$ cat src/lsc_pkg.sv
package lsc_pkg;
	localparam logic [15:0] LSC_CONTROL_ADDR = 16'h8040;
	localparam logic [15:0] LSC_STATUS_ADDR = 16'h8041;
	localparam logic [15:0] LSC_COUNT_ADDR = 16'h8042;
	localparam logic [15:0] LSC_CONTROL_RESET = 16'h0000;
	localparam int LSC_STOP_SEL_LSB = 6;
	localparam int LSC_DIV_LSB = 4;
	localparam int LSC_START_SEL_LSB = 2;
	localparam int LSC_ENABLE_BIT = 1;
	localparam int LSC_CLK_SEL_BIT = 0;
	localparam int LSC_CONTROL_USED = 8;
	localparam int LSC_START_FOUND_LSB = 12;
	localparam int LSC_STOP_FOUND_LSB = 8;
	localparam int LSC_READY_BIT = 4;
	localparam int LSC_COUNT_W = 20;
	localparam int LSC_COUNT_LOW_W = 16;
	localparam int LSC_DIV_MAX = 8;
	localparam logic [1:0] LSC_SEL_LOW_SPEED = 2'h0;
	localparam logic [1:0] LSC_SEL_HIGH_SPEED = 2'h1;
	localparam logic [2:0] LSC_HALF_PERIODS_PER_TICK = 3'h2;

	typedef enum logic [1:0] {
		LSC_IDLE,
		LSC_RUN,
		LSC_DONE
	} lsc_state_t;
endpackage : lsc_pkg

$ cat src/lsc_tick_gen.sv
`timescale 1ns/1ns
`default_nettype none
module lsc_tick_gen
	import lsc_pkg::*;
#(
	parameter int DIV_MAX = LSC_DIV_MAX
)
(
	// clock and reset
	input wire logic clk,
	input wire logic arst_n,
	// setup
	input wire logic clock_select,
	input wire logic [1:0] clock_divide,
	input wire logic byte_clk_tick,
	// measurement clock tick
	output logic tick
);
	// elaboration check
	if (DIV_MAX != 8)
	begin : g_div_max_check
		$error("lsc_tick_gen: DIV_MAX must be 8");
	end

	typedef struct packed {
		logic [2:0] cnt;
		logic tick;
	} lsc_tick_st_t;

	lsc_tick_st_t st, next_st;
	logic [2:0] mask;

	always_comb
	begin
		next_st = st;
		mask = 3'h0;
		case (clock_divide)
			2'h0: mask = 3'h0;
			2'h1: mask = 3'h1;
			2'h2: mask = 3'h3;
			2'h3: mask = 3'h7;
			default: mask = 3'h0;
		endcase
		if (clock_select)
		begin
			next_st.cnt = 3'h0;
			next_st.tick = byte_clk_tick;
		end
		else if (st.cnt >= mask)
		begin
			next_st.cnt = 3'h0;
			next_st.tick = 1'b1;
		end
		else
		begin
			next_st.cnt = st.cnt + 3'h1;
			next_st.tick = 1'b0;
		end
	end

	always_ff @(posedge clk or negedge arst_n)
	begin
		if (!arst_n)
			st <= '0;
		else
			st <= next_st;
	end

	assign tick = st.tick;
endmodule : lsc_tick_gen
`default_nettype wire

$ cat src/lsc_stopwatch.sv
`timescale 1ns/1ns
`default_nettype none
module lsc_stopwatch
	import lsc_pkg::*;
#(
	parameter int COUNT_W = LSC_COUNT_W
)
(
	// clock and reset
	input wire logic clk,
	input wire logic arst_n,
	// register port
	input wire logic [15:0] reg_addr,
	input wire logic reg_wr,
	input wire logic [15:0] reg_wdata,
	input wire logic reg_rd,
	output logic [15:0] reg_rdata,
	output logic reg_rvalid,
	// markers
	input wire logic [3:0] ls_tx_marker,
	input wire logic [1:0] hs_rx_marker,
	input wire logic [3:0] ls_rx_marker,
	input wire logic [1:0] hs_tx_marker,
	input wire logic external_marker_pin,
	// recovered byte clock as tick
	input wire logic byte_clk_tick,
	// status
	output logic stopwatch_done_flag,
	output logic stopwatch_running
);
	// elaboration checks
	if (COUNT_W != LSC_COUNT_W)
	begin : g_count_w_check
		$error("lsc_stopwatch: COUNT_W must be 20");
	end

	if (LSC_COUNT_LOW_W >= COUNT_W)
	begin : g_count_split_check
		$error("lsc_stopwatch: count word split does not fit");
	end

	typedef struct packed {
		logic [LSC_CONTROL_USED-1:0] control;
		lsc_state_t state;
		logic [COUNT_W-1:0] stopwatch_count;
		logic [3:0] start_marker_found;
		logic [3:0] stop_marker_found;
		logic done;
		logic running;
		logic [15:0] rdata;
		logic rvalid;
	} lsc_st_t;

	lsc_st_t st, next_st;
	logic tick;
	logic [1:0] start_sel;
	logic [1:0] stop_sel;
	logic [1:0] clock_divide;
	logic enable;
	logic clock_select;
	logic [3:0] start_hits;
	logic [3:0] stop_hits;
	logic count_read;
	logic stop_now;
	logic [COUNT_W-1:0] shown_count;

	function automatic logic [3:0] lsc_pick(input logic [1:0] sel, input logic [3:0] ls,
		input logic [1:0] hs, input logic pin);
		if (sel == LSC_SEL_LOW_SPEED)
			return ls;
		else if (sel == LSC_SEL_HIGH_SPEED)
			return {2'h0, hs};
		else
			return {3'h0, pin};
	endfunction : lsc_pick

	function automatic logic [COUNT_W-1:0] lsc_sat_add(input logic [COUNT_W-1:0] v);
		logic [COUNT_W:0] sum;
		sum = {1'b0, v} + {{(COUNT_W-2){1'b0}}, LSC_HALF_PERIODS_PER_TICK};
		if (sum[COUNT_W])
			return {COUNT_W{1'b1}};
		else
			return sum[COUNT_W-1:0];
	endfunction : lsc_sat_add

	// count reads as zero until the measurement is complete
	function automatic logic [COUNT_W-1:0] lsc_shown_count(input logic done,
		input logic [COUNT_W-1:0] v);
		if (done)
			return v;
		else
			return '0;
	endfunction : lsc_shown_count

	function automatic logic [15:0] lsc_status_word(input logic [3:0] start_found,
		input logic [3:0] stop_found, input logic done, input logic [3:0] count_high);
		logic [15:0] w;
		w = 16'h0000;
		w[LSC_START_FOUND_LSB +: 4] = start_found;
		w[LSC_STOP_FOUND_LSB +: 4] = stop_found;
		w[LSC_READY_BIT] = done;
		w[3:0] = count_high;
		return w;
	endfunction : lsc_status_word

	assign start_sel = st.control[LSC_START_SEL_LSB +: 2];
	assign stop_sel = st.control[LSC_STOP_SEL_LSB +: 2];
	assign clock_divide = st.control[LSC_DIV_LSB +: 2];
	assign enable = st.control[LSC_ENABLE_BIT];
	assign clock_select = st.control[LSC_CLK_SEL_BIT];
	assign start_hits = lsc_pick(start_sel, ls_tx_marker, hs_rx_marker, external_marker_pin);
	assign stop_hits = lsc_pick(stop_sel, ls_rx_marker, hs_tx_marker, external_marker_pin);
	assign count_read = reg_rd && (reg_addr == LSC_COUNT_ADDR);
	// a stop landing with a count read completes the measurement
	assign stop_now = enable && (st.state == LSC_RUN) && (stop_hits != 4'h0);
	assign shown_count = lsc_shown_count(st.done, st.stopwatch_count);

	lsc_tick_gen #(
		.DIV_MAX(LSC_DIV_MAX)
	) u_tick (
		.clk(clk),
		.arst_n(arst_n),
		.clock_select(clock_select),
		.clock_divide(clock_divide),
		.byte_clk_tick(byte_clk_tick),
		.tick(tick)
	);

	always_comb
	begin
		next_st = st;
		next_st.rvalid = reg_rd;
		// register write
		if (reg_wr && reg_addr == LSC_CONTROL_ADDR)
			next_st.control = reg_wdata[LSC_CONTROL_USED-1:0];
		if (reg_rd)
		begin
			case (reg_addr)
				LSC_CONTROL_ADDR:
					next_st.rdata = {8'h00, st.control};
				LSC_STATUS_ADDR:
					next_st.rdata = lsc_status_word(st.start_marker_found, st.stop_marker_found,
						st.done, shown_count[COUNT_W-1:LSC_COUNT_LOW_W]);
				LSC_COUNT_ADDR:
					next_st.rdata = shown_count[LSC_COUNT_LOW_W-1:0];
				default:
					next_st.rdata = 16'h0000;
			endcase
		end
		// count-word read clears the result unless a stop lands in the same cycle
		if (count_read && !stop_now)
		begin
			next_st.stopwatch_count = '0;
			next_st.start_marker_found = 4'h0;
			next_st.stop_marker_found = 4'h0;
			next_st.done = 1'b0;
			next_st.state = LSC_IDLE;
		end
		if (!enable)
			next_st.state = LSC_IDLE;
		else
		begin
			case (next_st.state)
				LSC_IDLE:
				begin
					if (start_hits != 4'h0)
					begin
						next_st.state = LSC_RUN;
						next_st.stopwatch_count = '0;
						next_st.start_marker_found = start_hits;
						next_st.stop_marker_found = 4'h0;
						next_st.done = 1'b0;
					end
				end
				LSC_RUN:
				begin
					if (tick && !count_read)
						next_st.stopwatch_count = lsc_sat_add(st.stopwatch_count);
					if (stop_hits != 4'h0)
					begin
						next_st.state = LSC_DONE;
						next_st.stop_marker_found = stop_hits;
						next_st.done = 1'b1;
					end
				end
				LSC_DONE:
					next_st.state = LSC_DONE;
				default:
					next_st.state = LSC_IDLE;
			endcase
		end
		next_st.running = (next_st.state == LSC_RUN);
	end

	always_ff @(posedge clk or negedge arst_n)
	begin
		if (!arst_n)
		begin
			st <= '0;
			st.control <= LSC_CONTROL_RESET[LSC_CONTROL_USED-1:0];
			st.state <= LSC_IDLE;
		end
		else
			st <= next_st;
	end

	assign reg_rdata = st.rdata;
	assign reg_rvalid = st.rvalid;
	assign stopwatch_done_flag = st.done;
	assign stopwatch_running = st.running;
endmodule : lsc_stopwatch
`default_nettype wire

$ cat config.mk
export PLATFORM = sky130hd
export DESIGN_NAME = lsc_stopwatch
export DESIGN_NICKNAME = d
export VERILOG_FILES = /design/src/lsc_pkg.sv /design/src/lsc_tick_gen.sv /design/src/lsc_stopwatch.sv
export SDC_FILE = /design/constraint.sdc
export NUM_CORES = 1
export LEC_CHECK = 0
export ABC_AREA = 1
export BUFFER_PORTS_ARGS = -buffer_cell sky130_fd_sc_hd__buf_4
export CAP_MARGIN = 10
export CORE_MARGIN = 2
export CORE_UTILIZATION = 25
export DETAILED_ROUTE_END_ITERATION = 10
export PLACE_DENSITY = 0.51
export SETUP_SLACK_MARGIN = 0.15
export SLEW_MARGIN = 0
export SYNTH_ARGS = -nofsm -noshare
export SYNTH_HDL_FRONTEND = slang
export SYNTH_HIERARCHICAL = 1
export SYNTH_SLANG_ARGS = --single-unit
export TNS_END_PERCENT = 50
$ cat constraint.sdc
create_clock -name clk -period 1.6 [get_ports clk]
set_clock_uncertainty 0.05 [all_clocks]
set_input_delay 0.16 -clock clk [delete_from_list [all_inputs] [get_ports clk]]
set_output_delay 0.16 -clock clk [all_outputs]
set_load 0.05 [all_outputs]
==> results of run 1 <==
==> cell families (layout without fill, tap and decap cells) <==
| family | count (synthesis) | count (layout) | share of synthesized area [%] |
|---|---|---|---|
| muxes | 8 | 8 | 2.25 |
| and+or+nand+nor | 353 | 355 | 36.8 |
| xor gates and xnor gates | 14 | 14 | 3.06 |
| DFF | 61 | 61 | 38.1 |
| buffers and inverters | 75 | 228 | 9.21 |
| adders and majority gates | 5 | 5 | 1.56 |
| AOI/OAI and AO/OA | 58 | 58 | 8.99 |
==> repair_timing <==
action / in CTS / in global routing
buffers inserted: 16 / 6
gates resized for setup: 46 / 34
pin swaps: 12 / 17
endpoints found under the hold margin: 29 / 0
setup endpoints to repair: 35 / 35
gates cloned: 3 / 1
hold buffers: 6 / 0
==> stage by stage <==
| step | setup WS, ps | util [%] | TNS (ps) | instance area (µm²) |
|---|---|---|---|---|
| final | -155 | 38.0 | -3620 | 5990 |
| after global routing | -294 | 38.0 | -7690 | 5990 |
| after CTS | -138 | 36.9 | -3310 | 5810 |
| after detailed placement | -223 | 32.8 | -5410 | 5180 |
| after global placement | -166 | 32.8 | -3400 | 5180 |
| after floorplan | -10.2 | - | -39.4 | 4020 |
==> worst register-to-register path, cell delays in order, from the launching register on <==
cell,delay (ps)
dfrtp_1,420
nor2_4,170
nand2_1,80
nand2_2,80
nor2_2,40
nand2_2,90
nand2_4,80
nand2_8,120
buf_12,150
nand2_2,60
nor2_1,90
nand2_1,70
nand2_1,90
nand2_1,50
nand2_1,50
==> state kept, by name, indices dropped and copies added (netlist names) <==
name and flops:
enable 1, u_tick/st 3, reg_rvalid 1, reg_rdata 16
clock_select 1, st 34, stopwatch_running 1, clock_divide 2
u_tick/tick 1, stopwatch_done_flag 1
==> cell type report <==
class                           count  area, µm²  share of cell area, %
Clock buffer                       12        236                   3.95
Multi-Input combinational cell    440       2360                   39.4
Clock inverter                      4       25.0                  0.418
Timing Repair Buffer              174       1420                   23.7
Sequential cell                    61       1530                   25.5
Tap cell                          216        270                   4.52
Inverter                           38        155                   2.59
==> synth_stat cells <==
| cell | count |
|---|---|
| a21boi_0 | 1 |
| a21oi_1 | 18 |
| a32o_1 | 8 |
| buf_2 | 8 |
| buf_4 | 20 |
| clkbuf_1 | 9 |
| clkinv_1 | 1 |
| dfrtp_1 | 61 |
| ha_1 | 5 |
| inv_1 | 30 |
| inv_2 | 6 |
| inv_4 | 1 |
| mux2_2 | 8 |
| nand2_1 | 206 |
| nand2_2 | 5 |
| nand2_4 | 2 |
| nand3_1 | 65 |
| nand3_2 | 1 |
| nand3b_1 | 2 |
| nand4_1 | 6 |
| nor2_1 | 60 |
| nor2_2 | 3 |
| nor3_1 | 1 |
| o211ai_1 | 5 |
| o21ai_0 | 21 |
| o21ai_2 | 1 |
| o21bai_1 | 1 |
| o221ai_1 | 1 |
| o31ai_1 | 2 |
| or2_1 | 1 |
| or2_2 | 1 |
| xnor2_1 | 7 |
| xor2_1 | 7 |
==> metal layers <==
metal / part of all wire [%] / GRT usage [%] / vias up / wire [µm]
li1: - / - / 2155 / -
met1: 45 / 21.9 / 2063 / 6100
met2: 46 / 27.1 / 161 / 6250
met3: 6.8 / 3.79 / 27 / 928
met4: 2.7 / 6.07 / 0 / 372
met5: 0 / 0 / - / 0
==> power groups by stage <==
stage	clock (W)	sequential, W	combinational [W]
final	0.00176	0.00155	0.000239
after floorplan	0	0.00158	0.0000399
after global placement	0	0.00157	0.000195
after detailed placement	0	0.00157	0.000199
after CTS	0.00180	0.00155	0.000232
after global routing	0.00187	0.00155	0.000264
==> cells in the final DEF, fill, tap and decap left out, types with 2 or more instances in the layout <==
master / netlist / routed
a21oi_1: 18 / 15
a21oi_2: 0 / 3
a32o_1: 8 / 8
buf_12: 0 / 3
buf_4: 20 / 154
buf_6: 0 / 8
clkbuf_1: 9 / 3
clkbuf_16: 0 / 9
clkinv_2: 0 / 2
clkinvlp_4: 0 / 2
dfrtp_1: 61 / 61
dlygate4sd3_1: 0 / 6
ha_1: 5 / 4
inv_1: 30 / 28
inv_2: 6 / 7
mux2_2: 8 / 8
nand2_1: 206 / 189
nand2_2: 5 / 16
nand2_4: 2 / 9
nand3_1: 65 / 57
nand3_2: 1 / 9
nand3b_1: 2 / 2
nand4_1: 6 / 6
nor2_1: 60 / 54
nor2_2: 3 / 8
o211ai_1: 5 / 5
o21ai_0: 21 / 11
o21ai_1: 0 / 5
o21ai_2: 1 / 5
o31ai_4: 0 / 2
xnor2_1: 7 / 7
xor2_1: 7 / 7
==> how the worst max path moves through the flow <==
stage / end / start / slack, ps / cells past startpoint
floorplan: st[33] / st[56] / -10 / 13
global placement: st[34] / st[56] / -170 / 14
detailed placement: st[34] / st[56] / -220 / 14
CTS: st[30] / st[55] / -140 / 12
global route: st[20] / st[56] / -290 / 15
finish: st[45] / st[56] / -160 / 14
==> summary.md, run 1 <==
| Metric | Value |
|---|---|
| Switching Fraction | between 20% and 30% |
| Remaining DRCs | 0 |
| Ranking of synthesized cells by area | dfrtp_1, nand2_1, nand3_1, nor2_1, buf_4 |
| Worst r2r src | st[56] |
| Post-Synthesis Cell Area | about 0.004 mm² |
| Avg WL per Cell | roughly 14 µm |
| Logic pwr share | roughly 6.7% |
| Outcome | finished, violations left |
| Max Slew Vio Count | 0 |
| Worst-margin pin slew | around 360 ps |
| Final net count | a little under 800 |
| Net switching power figure | roughly 0.00083 W |
| Layout fillers | roughly 1700 |
| R2R Setup Slk | -160 ps |
| Gr ovfl total | 0 |
| Die width | approximately 130 µm |
| Cell taking the most area after synthesis | dfrtp_1 |
| Sequential share of the synthesized area | about two fifths |
| Reg2reg end | st[45] |
| FF-to-FF path depth | 14 |
| Detailed Route WL | between 10000 and 15000 µm |
| Number of global-route vias before repair | 4400 |
| Slew HR | around three quarters |
| Clock power frac | around half |
| Failing checks | setup timing |
| Syn. warnings | 6 |
| Final Hold Viols | 0 |
| Sequential share of power | a little over two fifths |
| Antenna Cells | 0 |
| Clock Sinks | between 60 and 70 |
| Kind of critical path | flip-flop to flip-flop |
| Core box area | 0.0158 mm² |
| Cells after Synth | about 570 |
| Worst hold-check path type | input port to flip-flop |
| Antenna viol nets, final | 0 |
| Crit path max fanout | 11 |
| PnR worst setup slack | -155 ps |
| Starting Density | between 20% and 30% |
| Min-delay src | reg_wdata[6] |
| Number of detailed-route iterations in the first pass | 5 |
| Drt initial violations | 248 |
| Total power | 0.00355 W |
| Die area | 0.0171 mm² |
| Worst vdd ir | 0.454 mV |
| DP Cell Count | 897 |
| TritonCTS clock tree | built |
| Total CTS buffers | 9 |
| # rows | 46 |
| CP Cell Sequence | nor2_4 -> nand2_1 -> nand2_2 -> nor2_2 -> nand2_2 -> nand2_4 -> nand2_8 -> buf_12 -> nand2_2 -> nor2_1 -> nand2_1 -> nand2_1 -> nand2_1 -> nand2_1 |
| Htree depth | 3 |
| Max Cap Viol | 0 |
| Period utilization | 110% |
| Max incr delay on CP | between 400 and 500 ps |
| Total GRT Usage | between 15 and 20% |
| Initial antenna violation count | 0 |
| Required @ worst endpoint | 1830 ps |
| Final setup viols | 32 |
| RSZ-0062 raised after global routing | true |
| Tmin final | 1760 ps |
| Non-Filler Instances | about 950 |
| Pin count of the biggest net entering global routing | 38 |
| Vias per inst | 4.66 |
| Die height | ~130 µm |
| CP top delay family | simple AND/OR/NAND/NOR gates |
| Crit end category | flip-flop |
| CP Data Arrival Time | 1980 ps |
| Worst hold slack | around 13 ps |
| Yosys reg bits | slightly above 60 |
| Synth unique cells | 33 |
| Clock Tree Buf Depth | 2 |
| Area fraction of the dominant cell type after synthesis | 38.1% |
| Buffers added on ports | 60 |
| Layout Area Growth over Synthesis | 49.4% |
| CTS root buf | clkbuf_16 |
| Layout cells sized above 1 | a little over a third |
| Syn_nets | 629 |
| Pwr Density | 593 mW/mm² |
| Clock transition at path regs | ~60 ps |
| Num ports | 69 |
| Worst Hold Depth | 2 |
| Gpl congestion | between 0.8 and 0.9 |
| Worst-Skew Late Latency | between 300 and 400 ps |
| Leak | around 3.0 nW |
| Worst path most repeated cell | nand2_1 |
| Buffers & Inverters on Critical Path | 1 |
| Slowest-stage cell, CP | dfrtp_1 |
| Syn avg cell area | ~7 µm² |
| Crit path launch type | flip-flop |
| First-pass GRT wire length | ~22000 µm |
| Pint | between 0.002 and 0.003 W |
| Max Fclk | between 0.5 and 0.6 GHz |
| DP Wirelength | between 9000 and 10000 µm |
| Hold endpoint | st[55] |
| Total number of vias | ~4400 |
Power figures use the tool's default switching activity.
==> run 2, diff against run 1 <==
--- a/config.mk
+++ b/config.mk
@@ -11,7 +11,7 @@
 export CORE_MARGIN = 2
 export CORE_UTILIZATION = 25
 export DETAILED_ROUTE_END_ITERATION = 10
-export PLACE_DENSITY = 0.51
+export PLACE_DENSITY = 0.5
 export SETUP_SLACK_MARGIN = 0.15
 export SLEW_MARGIN = 0
 export SYNTH_ARGS = -nofsm -noshare
==> constraint.sdc (replaced) <==
create_clock -name clk -period 1.7 [get_ports clk]
set_clock_uncertainty 0.05 [all_clocks]
set_input_delay 0.17 -clock clk [delete_from_list [all_inputs] [get_ports clk]]
set_output_delay 0.17 -clock clk [all_outputs]
set_load 0.05 [all_outputs]
==> summary.md, run 2 (synthesis results as in run 1) <==
| Metric | Value |
|---|---|
| Dpl ws | -126 ps |
| Worst Hold Depth | 2 |
| FF-to-FF path depth | 11 |
| Most frequent cells in the layout | nand2_1, buf_4, dfrtp_1 |
| Worst r2r src | st[56] |
| R2R Setup Slk | -90 ps |
| Number of detailed-route iterations in the first pass | 5 |
| Antenna Cells | 0 |
| Layout Area Growth over Synthesis | 44.2% |
| Buffers added on ports | 60 |
| Starting Density | between 20 and 30% |
| Required @ worst endpoint | 1870 ps |
| CTS root buf | clkbuf_16 |
| Period utilization | 105% |
| CP Data Arrival Time | 1960 ps |
| Remaining DRCs | 0 |
| Worst-margin pin slew | roughly 470 ps |
| Clock transition at path regs | around 50 ps |
| PnR worst setup slack | -89.9 ps |
| # rows | 46 |
| Final core utilization | between 30% and 40% |
| Clock Sinks | 61 |
| Hold endpoint | clock_select |
| Switching Fraction | a little over a fifth |
| Detailed Route WL | 13100 µm |
| Final Hold Viols | 0 |
| Leak | just under 3 nW |
| Kind of critical path | flip-flop to flip-flop |
| TritonCTS clock tree | built |
| Die height | 131 µm |
| Core box area | approximately 0.016 mm² |
| Crit end category | flip-flop |
| Failing checks | setup timing |
| Htree depth | 3 |
| Max Cap Viol | 0 |
| Logic pwr share | 5.7% |
| Most flop-heavy register | st |
| Largest register FFs | 34 |
| Non-Filler Instances | approximately 920 |
| Commonest non-fill, non-tap cell in the layout | nand2_1 |
| Total CTS buffers | 9 |
| Max Fclk | around 0.56 GHz |
| Clock power frac | about 54% |
| Antenna viol nets, final | 0 |
| Outcome | finished, violations left |
| First-pass GRT wire length | ~21000 µm |
| Crit path launch type | flip-flop |
| Drt initial violations | approximately 230 |
| Gr ovfl total | 0 |
| Worst vdd ir | a little over 0.4 mV |
| Pint | about 0.0028 W |
| Worst hold-check path type | input port to flip-flop |
| Slew HR | between 60% and 70% |
| Number of global-route vias before repair | a little over 4000 |
| CP Cell Sequence | inv_2 -> or2_1 -> nand3_2 -> nand2_2 -> nand2_4 -> nand2_8 -> buf_4 -> buf_6 -> buf_16 -> nand3_1 -> nand2_1 |
| Worst Setup SP | st[56] |
| Pwr Density | 621 mW/mm² |
| RSZ-0062 raised after global routing | true |
| Tmin final | 1790 ps |
| Setup TNS | -1540 ps |
| Net switching power figure | 0.000752 W |
| Gpl congestion | approximately 0.91 |
| Initial antenna violation count | 0 |
| Num ports | 69 |
| Vias per inst | 4.64 |
| Clock Tree Buf Depth | 2 |
| Die width | ~130 µm |
| Min-delay src | reg_wdata[0] |
| Layout cells sized above 1 | a little under a third |
| Reg2reg end | st[46] |
| Worst-Skew Late Latency | between 300 and 400 ps |
| Avg WL per Cell | about 14 µm |
| Total GRT Usage | 16.4% |
| Max Slew Vio Count | 0 |
| Total number of vias | approximately 4300 |
| Pin count of the biggest net entering global routing | 34 |
| Die area | between 0.015 and 0.02 mm² |
| Final setup viols | 29 |
| DP Wirelength | 9580 µm |
| Worst hold slack | roughly 15 ps |
| DP Cell Count | a little under 900 |
| Final net count | about 750 |
| Sequential share of power | approximately two fifths |
| Crit path max fanout | 11 |
| Max incr delay on CP | between 400 and 500 ps |
| Slowest-stage cell, CP | dfrtp_1 |
run 2: cell count changes in the layout (fill, tap and decap cells not counted), sizes merged:
| cell | change |
|---|---|
| buf | -19 |
| bufinv | +2 |
| clkbuf | -2 |
| clkinv | +1 |
| clkinvlp | -1 |
| dlygate4sd3 | -5 |
| inv | -1 |
| nand2 | -1 |
run 2: how the worst max path moves through the flow:
stage | to | slack, ps
CTS | st[20] | -60
detailed placement | st[26] | -130
finish | st[46] | -90
global route | st[25] | -220
floorplan | st[33] | 90
global placement | st[19] | -60
run 2: worst max-delay path: cells and delay by family (launching register included):
family | cells | cell delay (ps)
buf+inv | 4 | 490
flops | 1 | 410
simple gates | 7 | 730
run 2: stage by stage:
step,cell area [µm²],power [W]
finish,5780,0.00359
CTS,5640,0.00363
detailed placement,5060,0.00167
global placement,5060,0.00166
global route,5780,0.00375
floorplan,4020,0.00152
run 2: power groups by stage:
stage	Sequential (W)	Combinational (W)	Clock (W)
detailed placement	0.00148	0.000184	0
finish	0.00146	0.000205	0.00193
global route	0.00146	0.000228	0.00206
global placement	0.00148	0.000180	0
CTS	0.00146	0.000200	0.00197
floorplan	0.00149	0.0000376	0
run 2: final cells by class:
cell class | count | area [µm²]
clock buffers | 11 | 233
flip-flops and latches | 61 | 1530
well taps | 216 | 270
clock inverters | 5 | 75.1
multi-input cells | 439 | 2280
inverters | 38 | 156
repair buffers | 149 | 1230
fillers | 1697 | 9990
run 2: routing by layer:
metal	wire [µm]	track usage (%)	share of wire [%]
met1	5970	21.7	46
met2	6200	26.6	47
met3	697	4.15	5.3
met4	199	5.01	1.5
met5	0	0	0
run 2: timing repair:
action,in CTS,in global routing
buffers inserted,12,7
hold buffers,1,0
cloned,2,0
pin swaps,17,11
hold endpoints to repair,31,0
setup endpoints to repair,32,36
resized for setup,35,30
